`src/include/encoder_counter_pkg.sv`:
```
// Constants and types shared by the incremental encoder counter
package encoder_counter_pkg;
  localparam int unsigned CLK_FREQ_HZ       = 100_000_000;
  localparam int unsigned CLK_PERIOD_NS     = 10;
  // Period measurement resolution
  localparam int unsigned PERIOD_TICK_NS    = 200;
  localparam int unsigned PERIOD_TICK_CYC   = PERIOD_TICK_NS / CLK_PERIOD_NS;
  // Activity indicator timeout
  localparam int unsigned ACTIVITY_TMO_MS   = 100;
  localparam int unsigned ACTIVITY_TMO_CYC  =
    ACTIVITY_TMO_MS * (CLK_FREQ_HZ / 1000);
  localparam int unsigned COUNT_W           = 16;
  localparam int unsigned PERIOD_W          = 24;
  localparam int unsigned IMAGE_BYTES       = 6;
  localparam logic [15:0] COUNT_RESET       = 16'h0000;
  localparam logic [15:0] COUNT_MAX         = 16'hFFFF;

  // Evaluation factor encoding
  typedef enum logic [1:0] {
    EVAL_X1 = 2'b00,
    EVAL_X2 = 2'b01,
    EVAL_X4 = 2'b10
  } eval_mode_t;

  // Operating mode encoding
  typedef enum logic [1:0] {
    MODE_ENCODER = 2'b00,
    MODE_UPDOWN  = 2'b01,
    MODE_PERIOD  = 2'b10
  } op_mode_t;

  localparam eval_mode_t EVAL_RESET = EVAL_X4;
  localparam op_mode_t   MODE_RESET = MODE_ENCODER;
  localparam logic       DIFF_RESET = 1'b1;
endpackage

```
`src/verilog/incremental_encoder_counter.sv`:
```
// Incremental encoder counter with latch, gate and period measurement
`timescale 1ns/1ns
// How it works
// - 16-bit position counter from quadrature decoder, 16-bit latch on index
// - Evaluation x1, x2 or x4; inputs single-ended or complementary
// - After reset: x4 quadrature evaluation with complementary inputs
// - Mode setting picks encoder mode (default), up/down counter mode or period mode
// - Up/down mode: count on phase A rise; B=0 up, B=1 down
// - Up/down mode: index is gate, 0 counts, 1 holds
// - External gate high holds the counter; low resumes counting
// - External latch arm set: rising external latch copies counter
// - Index latch arm set: index rise captures counter into latch, except in up/down mode
// - Period between successive phase A rises timed in 200 ns units
// - Overflow and underflow flagged in status
// - Six byte input and output images, status/control byte lowest
// - First word carries count; host writes it to preset counter
// - Second input word shows latch value
// - Period mode: period spans spare middle byte plus latch word
// - Activity indicator on during exchange, off after 100 ms idle
// - Alarm input active low; undriven high means no alarm
// - Counter sustains four million increments per second in x4
module incremental_encoder_counter
  import encoder_counter_pkg::*;
#(
  parameter int unsigned ACT_TMO_CYC = ACTIVITY_TMO_CYC
) (
  // Clock and reset
  input  wire logic        core_clk_in,
  input  wire logic        reset_in,
  // Encoder pins, true and complement
  input  wire logic        phase_a_in,
  input  wire logic        phase_a_n_in,
  input  wire logic        phase_b_in,
  input  wire logic        phase_b_n_in,
  input  wire logic        index_in,
  input  wire logic        index_n_in,
  input  wire logic        alarm_n_in,
  input  wire logic        external_latch_input_in,
  input  wire logic        external_gate_input_in,
  // Configuration
  input  wire logic [1:0]  eval_mode_in,
  input  wire logic [1:0]  op_mode_in,
  input  wire logic        diff_inputs_in,
  input  wire logic        config_valid_in,
  // Host output image, one exchange per strobe
  input  wire logic        exchange_in,
  input  wire logic [7:0]  control_byte_in,
  input  wire logic [15:0] counter_data_word_in,
  input  wire logic [7:0]  period_extension_byte_in,
  input  wire logic [15:0] latch_data_word_in,
  // Host input image
  output logic [7:0]       status_byte_out,
  output logic [15:0]      counter_data_word_out,
  output logic [7:0]       period_extension_byte_out,
  output logic [15:0]      latch_data_word_out,
  output logic             activity_out
);

  // Control byte bits
  localparam int unsigned CTL_IDX_ARM  = 0;
  localparam int unsigned CTL_EXT_ARM  = 1;
  localparam int unsigned CTL_PRESET   = 2;
  // Status byte bits
  localparam int unsigned ST_IDX_DONE  = 0;
  localparam int unsigned ST_EXT_DONE  = 1;
  localparam int unsigned ST_PRESET_AK = 2;
  localparam int unsigned ST_OVF       = 3;
  localparam int unsigned ST_UNF       = 4;
  localparam int unsigned ST_ALARM     = 5;
  localparam int unsigned ST_GATE      = 6;
  localparam int unsigned ST_PERIOD_OK = 7;
  localparam int unsigned SYNC_W       = 6;
  // Alarm line idles high, so reset its stages high: no false alarm
  localparam logic [5:0]  SYNC_IDLE    = 6'h08;
  localparam logic [4:0]  TICK_LAST    = 5'(PERIOD_TICK_CYC - 1);
  localparam logic [23:0] PERIOD_MAX   = 24'hFFFFFF;
  localparam logic [26:0] ACT_LAST     = 27'(ACT_TMO_CYC - 1);

  //////////////////////////////////////////////////////////////////////////
  // Pin selection and synchronisers

  logic [SYNC_W-1:0] pin_raw;
  logic [SYNC_W-1:0] sync1_q;
  logic [SYNC_W-1:0] sync2_q;
  logic [SYNC_W-1:0] prev_q;
  logic              diff_q;
  eval_mode_t        eval_q;
  op_mode_t          mode_q;

  // Complementary mode takes a line high only when true is high and complement low
  function automatic logic pick(input logic t, input logic c,
                                input logic diff);
    pick = diff ? (t & ~c) : t;
  endfunction

  always_comb begin
    pin_raw[0] = pick(phase_a_in, phase_a_n_in, diff_q);
    pin_raw[1] = pick(phase_b_in, phase_b_n_in, diff_q);
    pin_raw[2] = pick(index_in, index_n_in, diff_q);
    pin_raw[3] = alarm_n_in;
    pin_raw[4] = external_latch_input_in;
    pin_raw[5] = external_gate_input_in;
  end

  always_ff @(posedge core_clk_in or posedge reset_in) begin
    if (reset_in) begin
      sync1_q <= SYNC_IDLE;
      sync2_q <= SYNC_IDLE;
      prev_q  <= SYNC_IDLE;
    end else begin
      sync1_q <= pin_raw;
      sync2_q <= sync1_q;
      prev_q  <= sync2_q;
    end
  end

  logic a_s, b_s, c_s, a_rise, c_rise, ext_rise, gate_s, alarm_s;
  assign a_s      = sync2_q[0];
  assign b_s      = sync2_q[1];
  assign c_s      = sync2_q[2];
  assign a_rise   = sync2_q[0] & ~prev_q[0];
  assign c_rise   = sync2_q[2] & ~prev_q[2];
  assign ext_rise = sync2_q[4] & ~prev_q[4];
  assign gate_s   = sync2_q[5];
  assign alarm_s  = ~sync2_q[3];

  //////////////////////////////////////////////////////////////////////////
  // Configuration

  always_ff @(posedge core_clk_in or posedge reset_in) begin
    if (reset_in) begin
      eval_q <= EVAL_RESET;
      mode_q <= MODE_RESET;
      diff_q <= DIFF_RESET;
    end else if (config_valid_in) begin
      eval_q <= eval_mode_t'(eval_mode_in);
      mode_q <= op_mode_t'(op_mode_in);
      diff_q <= diff_inputs_in;
    end
  end

  //////////////////////////////////////////////////////////////////////////
  // Quadrature decoder

  logic step, up;
  logic a_chg, b_chg;
  assign a_chg = sync2_q[0] ^ prev_q[0];
  assign b_chg = sync2_q[1] ^ prev_q[1];

  always_comb begin
    step = 1'b0;
    up   = 1'b0;
    case (mode_q)
      MODE_UPDOWN: begin
        step = a_rise & ~c_s;
        up   = ~b_s;
      end
      default: begin
        // Direction from phase relation, A leads B counts up
        case (eval_q)
          EVAL_X1: begin
            step = a_chg & ~b_s;
            up   = a_s;
          end
          EVAL_X2: begin
            step = a_chg;
            up   = a_s ^ b_s;
          end
          default: begin
            step = a_chg | b_chg;
            up   = a_chg ? (a_s ^ b_s) : ~(a_s ^ b_s);
          end
        endcase
      end
    endcase
  end

  //////////////////////////////////////////////////////////////////////////
  // Counter, preset and wrap flags

  logic [15:0] count_q;
  logic        ovf_q, unf_q, preset_ak_q;
  logic        do_count, preset_req;
  assign do_count   = step & ~gate_s;
  assign preset_req = exchange_in & control_byte_in[CTL_PRESET];

  always_ff @(posedge core_clk_in or posedge reset_in) begin
    if (reset_in) begin
      count_q <= COUNT_RESET;
    end else if (preset_req) begin
      count_q <= counter_data_word_in;
    end else if (do_count) begin
      count_q <= up ? count_q + 16'h0001 : count_q - 16'h0001;
    end
  end

  // Flags set on wrap; a new wrap wins over the clearing exchange
  always_ff @(posedge core_clk_in or posedge reset_in) begin
    if (reset_in) begin
      ovf_q <= 1'b0;
      unf_q <= 1'b0;
    end else begin
      if (!preset_req && do_count && up && count_q == COUNT_MAX) begin
        ovf_q <= 1'b1;
      end else if (exchange_in) begin
        ovf_q <= 1'b0;
      end
      if (!preset_req && do_count && !up && count_q == COUNT_RESET) begin
        unf_q <= 1'b1;
      end else if (exchange_in) begin
        unf_q <= 1'b0;
      end
    end
  end

  always_ff @(posedge core_clk_in or posedge reset_in) begin
    if (reset_in) begin
      preset_ak_q <= 1'b0;
    end else if (exchange_in) begin
      preset_ak_q <= control_byte_in[CTL_PRESET];
    end
  end

  //////////////////////////////////////////////////////////////////////////
  // Latch register

  logic [15:0] latch_q;
  logic        idx_done_q, ext_done_q, idx_hit, ext_hit;
  assign idx_hit = control_byte_in[CTL_IDX_ARM] & c_rise
                   & (mode_q != MODE_UPDOWN);
  assign ext_hit = control_byte_in[CTL_EXT_ARM] & ext_rise;

  always_ff @(posedge core_clk_in or posedge reset_in) begin
    if (reset_in) begin
      latch_q <= COUNT_RESET;
    end else if (idx_hit || ext_hit) begin
      latch_q <= count_q;
    end
  end

  // Done flags follow the arm bits; dropping an arm clears its flag
  always_ff @(posedge core_clk_in or posedge reset_in) begin
    if (reset_in) begin
      idx_done_q <= 1'b0;
      ext_done_q <= 1'b0;
    end else begin
      if (idx_hit) begin
        idx_done_q <= 1'b1;
      end else if (!control_byte_in[CTL_IDX_ARM]) begin
        idx_done_q <= 1'b0;
      end
      if (ext_hit) begin
        ext_done_q <= 1'b1;
      end else if (!control_byte_in[CTL_EXT_ARM]) begin
        ext_done_q <= 1'b0;
      end
    end
  end

  //////////////////////////////////////////////////////////////////////////
  // Period measurement

  logic [4:0]  tick_q;
  logic [23:0] run_q, period_q;
  logic        period_ok_q, seen_q;

  always_ff @(posedge core_clk_in or posedge reset_in) begin
    if (reset_in) begin
      tick_q      <= '0;
      run_q       <= '0;
      period_q    <= '0;
      period_ok_q <= 1'b0;
      seen_q      <= 1'b0;
    end else if (a_rise) begin
      tick_q <= '0;
      run_q  <= '0;
      seen_q <= 1'b1;
      if (seen_q) begin
        period_q    <= run_q;
        period_ok_q <= 1'b1;
      end
    end else if (tick_q == TICK_LAST) begin
      tick_q <= '0;
      if (run_q != PERIOD_MAX) begin
        run_q <= run_q + 24'h000001;
      end
    end else begin
      tick_q <= tick_q + 5'h01;
    end
  end

  //////////////////////////////////////////////////////////////////////////
  // Activity indicator

  logic [26:0] idle_q;
  always_ff @(posedge core_clk_in or posedge reset_in) begin
    if (reset_in) begin
      idle_q       <= '0;
      activity_out <= 1'b0;
    end else if (exchange_in) begin
      idle_q       <= '0;
      activity_out <= 1'b1;
    end else if (idle_q == ACT_LAST) begin
      activity_out <= 1'b0;
    end else begin
      idle_q <= idle_q + 27'h0000001;
    end
  end

  //////////////////////////////////////////////////////////////////////////
  // Input image registers

  always_ff @(posedge core_clk_in or posedge reset_in) begin
    if (reset_in) begin
      status_byte_out           <= 8'h00;
      counter_data_word_out     <= COUNT_RESET;
      period_extension_byte_out <= 8'h00;
      latch_data_word_out       <= COUNT_RESET;
    end else begin
      status_byte_out <= {period_ok_q, gate_s, alarm_s, unf_q, ovf_q,
                          preset_ak_q, ext_done_q, idx_done_q};
      counter_data_word_out <= count_q;
      if (mode_q == MODE_PERIOD) begin
        {period_extension_byte_out, latch_data_word_out} <= period_q;
      end else begin
        period_extension_byte_out <= 8'h00;
        latch_data_word_out       <= latch_q;
      end
    end
  end

  //////////////////////////////////////////////////////////////////////////
  // Checks

  a_gate_holds: assert property (@(posedge core_clk_in) disable iff (reset_in)
    gate_s && !preset_req |=> $stable(count_q))
    else $error("count moved while gate high");

  a_ud_step: assert property (@(posedge core_clk_in) disable iff (reset_in)
    mode_q == MODE_UPDOWN && a_rise && !c_s && !b_s && !gate_s && !preset_req
    |=> count_q == $past(count_q) + 16'h0001)
    else $error("up count missed");

  a_ud_index_gate: assert property (@(posedge core_clk_in)
    disable iff (reset_in)
    mode_q == MODE_UPDOWN && c_s && !preset_req |=> $stable(count_q))
    else $error("index gate ignored");

  a_preset_load: assert property (@(posedge core_clk_in)
    disable iff (reset_in)
    preset_req |=> ##1 counter_data_word_out == $past(counter_data_word_in, 2))
    else $error("preset not shown");

  a_ext_latch: assert property (@(posedge core_clk_in) disable iff (reset_in)
    ext_hit |=> latch_q == $past(count_q))
    else $error("external latch missed");

  a_idx_latch: assert property (@(posedge core_clk_in) disable iff (reset_in)
    idx_hit |=> latch_q == $past(count_q))
    else $error("index latch missed");

  a_latch_hold: assert property (@(posedge core_clk_in) disable iff (reset_in)
    !idx_hit && !ext_hit |=> $stable(latch_q))
    else $error("latch changed unarmed");

  a_ovf_flag: assert property (@(posedge core_clk_in) disable iff (reset_in)
    do_count && up && !preset_req && count_q == COUNT_MAX
    |=> ovf_q && count_q == COUNT_RESET ##1 status_byte_out[ST_OVF])
    else $error("overflow not flagged");

  a_unf_flag: assert property (@(posedge core_clk_in) disable iff (reset_in)
    do_count && !up && !preset_req && count_q == COUNT_RESET
    |=> unf_q ##1 status_byte_out[ST_UNF])
    else $error("underflow not flagged");

  a_alarm_map: assert property (@(posedge core_clk_in) disable iff (reset_in)
    !sync2_q[3] |=> status_byte_out[ST_ALARM])
    else $error("alarm not reported");

  a_act_on: assert property (@(posedge core_clk_in) disable iff (reset_in)
    exchange_in |=> activity_out)
    else $error("activity not lit");

endmodule

```
`config.mk`:
```
export PLATFORM = sky130hd
export DESIGN_NAME = incremental_encoder_counter
export DESIGN_NICKNAME = d
export VERILOG_FILES = /design/src/include/encoder_counter_pkg.sv /design/src/verilog/incremental_encoder_counter.sv
export SDC_FILE = /design/constraint.sdc
export NUM_CORES = 1
export LEC_CHECK = 0
export BUFFER_PORTS_ARGS = -buffer_cell sky130_fd_sc_hd__buf_4
export CORE_MARGIN = 8
export CORE_UTILIZATION = 60
export DETAILED_ROUTE_END_ITERATION = 10
export PLACE_DENSITY = 0.83
export SYNTH_ARGS = -nofsm -noshare
export SYNTH_HDL_FRONTEND = slang
export SYNTH_SLANG_ARGS = --single-unit
```
`constraint.sdc`:
```
create_clock -name core_clk_in -period 10.2 [get_ports core_clk_in]
set_input_delay 1.02 -clock core_clk_in [delete_from_list [all_inputs] [get_ports core_clk_in]]
set_output_delay 1.02 -clock core_clk_in [all_outputs]
set_load 0.03 [all_outputs]
```
==> reports/qor.txt <==
Setup crit start kind: flip-flop
Cell Area, Synth: 7979 um^2
Asr flop ratio synth: 100.0%
Post-synth EDFFs: 0
Inserted Clock Buffers: 17
Crit path required time: 10.55 ns
Largest family of logic cells by synthesized area: simple AND/OR/NAND/NOR gates
CTS H-tree depth: 4
Leakage: 4.274 nW
Fin. Hold Viols: 0
Pins over their slew limit: 0
Setup tns final: 0 ns
Post-CTS resize count: 0
Reg area: 4735 um^2
Area occupied by multi-input gates: 3083 um^2
Total of fill cells in the finished design: 933
Outcome: complete, no violations
Pre-CTS setup slack: 6.141 ns
Final non-filler cell area: 9360 um^2
Synthesis-to-finish area growth: 17.31%
Largest net degree at the start of global routing: 125
Cells after Synth: 712
Relative slew slack: 25.22%
Total track usage: 19.42%
Maxcap violations: 0
Initial antenna violation count: 0
Final setup margin: 6.050 ns
TritonCTS clock tree: done
Routed Antenna Nets: 0
CTS Buffer Depth: 2
Util after Layout: 71.25%
GRT met3 Usage: 5.793%
Sequential share of the synthesized area: 59.34%
Worst Reg2Reg Path Length in Cells: 14
Clock slew at reported path FFs: 0.06 ns
HP Class: reg2reg
Met2 usage: 32.43%
Yosys reg bits: 189
Gr ovfl total: 0
Synth Flop Type: dfrtp_1
# nets final: 865
CP Data Arrival Time: 4.50 ns
Placed Area: 8775 um^2
Die Y-Extent: 131.3 um
CTS Sinks: 189
1st-pass router iterations: 5
Hold-fix buffers at CTS: 0
Adder-cell area share of the yosys netlist: 0.7841%
PwrDens: 201.8 nW/um^2
Kind of critical path: reg2reg
Worst VDD drop: 0.1330 mV
I/O pin cnt: 115
Yosys cell types: 52
WL final: 16.30 mm
Vias in the first global route: 5708
GPL Wtd Cong: 0.8983
Met1 Track Usage GR: 23.66%
Clk_lat worst skew: 0.43 ns
Worst-Margin Slew: 1.119 ns
Core ar.: 13140 um^2
Layout cells sized above 1: 22.92%
# diodes: 0
Full die area: 17240 um^2
Syn Nets: 783
Initial Util: 60.73%
DR vias/cell: 5.695
Routed vias: 5598
Synth warn: 0
Post-synthesis xor/xnor area fraction: 5.598%
Unrepaired setup endpoints after global routing: false
Drt drc: 0
Minimum clock period: 4.150 ns
Mux share of post-synthesis cell area: 8.139%
Critical path peak fanout: 16
Hold path cells: 0
Die width: 131.3 um
# port buffers: 85
Complex-gate fraction of the synthesized area: 5.300%
Count of final setup violators: 0
Placed insts: 951
Worst Setup End Kind: flip-flop
Final worst-path cycle share: 40.69%
DP Wirelength: 11.17 mm
DR iter-0 viols: 551
Drt wl/cell: 16.58 um
Root Buffer: clkbuf_16
Busiest grt layer: met2
Global-route wire length before repair: 27.70 mm
Synth Area in Simple Gates: 18.72%
FMAX: 240.9 MHz
Avg Inst Size Synth: 11.21 um^2
Setup Buffers After CTS: 0
Final Non-Filler Cells: 983
Clock skew: 0.008911 ns
Rows: 42
==> cell usage after synthesis, types with 2 or more instances <==
cell,number,area (um^2)
dfrtp_1,185,4629
a21boi_0,3,22.52
xnor2_1,18,157.7
nor4_1,6,37.54
o21a_1,9,67.56
and2_1,12,75.07
nand2_1,88,330.3
nand4_1,15,93.84
inv_1,13,48.80
nand3_1,27,135.1
and4_1,5,43.79
a31oi_1,7,43.79
mux2_2,47,529.3
mux2i_1,12,120.1
buf_2,3,15.01
xor2_1,33,289.0
nor3_1,18,90.09
or2_2,3,18.77
nor2b_1,6,37.54
ha_1,5,62.56
clkbuf_1,23,86.33
o21ai_0,18,90.09
or4_1,6,45.04
or3_1,10,62.56
dfstp_2,4,105.1
a22oi_1,2,15.01
nand4b_1,3,26.28
o211ai_1,2,15.01
nor2_1,73,274.0
a21oi_1,9,45.04
nand2b_1,10,62.56
o31a_1,5,43.79
nor4b_1,3,26.28
and3_1,11,68.82
==> metrics by stage <==
| stage | total power [mW] | hold WS (ns) |
|---|---|---|
| 2_1_floorplan | 1.125 | 0.3312 |
| 5_1_grt | 1.967 | 0.3609 |
| 6_report | 1.889 | 0.3509 |
| 3_3_place_gp | 1.238 | 0.3385 |
| 4_1_cts | 1.897 | 0.3505 |
| 3_5_place_dp | 1.254 | 0.3364 |
==> layer usage <==
layer,share of wire (%),wire (um),vias to the layer above
met5,0,0,-
li1,-,-,2615
met2,50,8185,165
met1,43,6963,2795
met4,1.4,233,0
met3,5.6,915,23
==> where the power goes <==
group | switching, mW | internal [mW] | total (mW)
Clock | 0.270 | 0.377 | 0.647
Combinational | 0.199 | 0.134 | 0.332
Sequential | 0.0735 | 0.836 | 0.909
Total | 0.542 | 1.35 | 1.89
==> final timing paths <==
check	end	from	slack, ns
setup / recovery	count_q[10]	sync2_q[0]	6.05
hold / removal	sync2_q[1]	sync1_q[1]	0.35
setup reg to reg	count_q[10]	sync2_q[0]	6.05
hold reg to reg	sync2_q[1]	sync1_q[1]	0.35
max in group asynchronous	idle_q[15]	reset_in	7.97
min in group asynchronous	latch_data_word_out[12]	reset_in	0.82
==> worst max-delay path, stage by stage, from the launching register on <==
cell	delay [ns]
dfrtp_1	0.47
ha_1	0.39
o21ai_0	0.13
a31oi_1	0.06
nor3_1	0.59
or2_1	0.68
xnor2_1	0.19
ha_1	0.28
and3_1	0.23
nand2_1	0.08
nor2_1	0.16
nand2_1	0.06
mux2_2	0.27
or3_1	0.31
a31oi_1	0.16
==> kinds of logic after synthesis <==
logic type      after synthesis
xor+xnor                     51
buf+inv                      41
compound gates               64
fa+ha+maj                     5
simple gates                303
mux                          59
flops                       189
==> final cells by class <==
cell class	count	share of cell area [%]
Clock buffer	20	4.986
Clock inverter	12	1.270
Inverter	13	0.5748
Multi-Input combinational cell	482	32.94
Sequential cell	189	50.58
Tap cell	176	2.353
Timing Repair Buffer	91	7.298
==> state kept, by name, indices dropped and copies added, names as in the netlist, 2 cells and up <==
register,flops
count_q,16
eval_q,2
idle_q,27
counter_data_word_out,16
tick_q,5
mode_q,2
status_byte_out,8
prev_q,4
latch_data_word_out,16
period_extension_byte_out,8
latch_q,16
run_q,24
sync2_q,6
sync1_q,6
period_q,24
==> placed cells by master, fill, tap and decap left out, types with 15 or more instances in the layout <==
master       n
o21ai_0     18
dfrtp_1    185
clkbuf_16   17
nor2_1      73
xor2_1      33
buf_4       91
nor3_1      18
nand4_1     15
xnor2_1     18
nand2_1     88
mux2_2      47
nand3_1     27
Note: power is estimated with default switching activity, not from simulation.
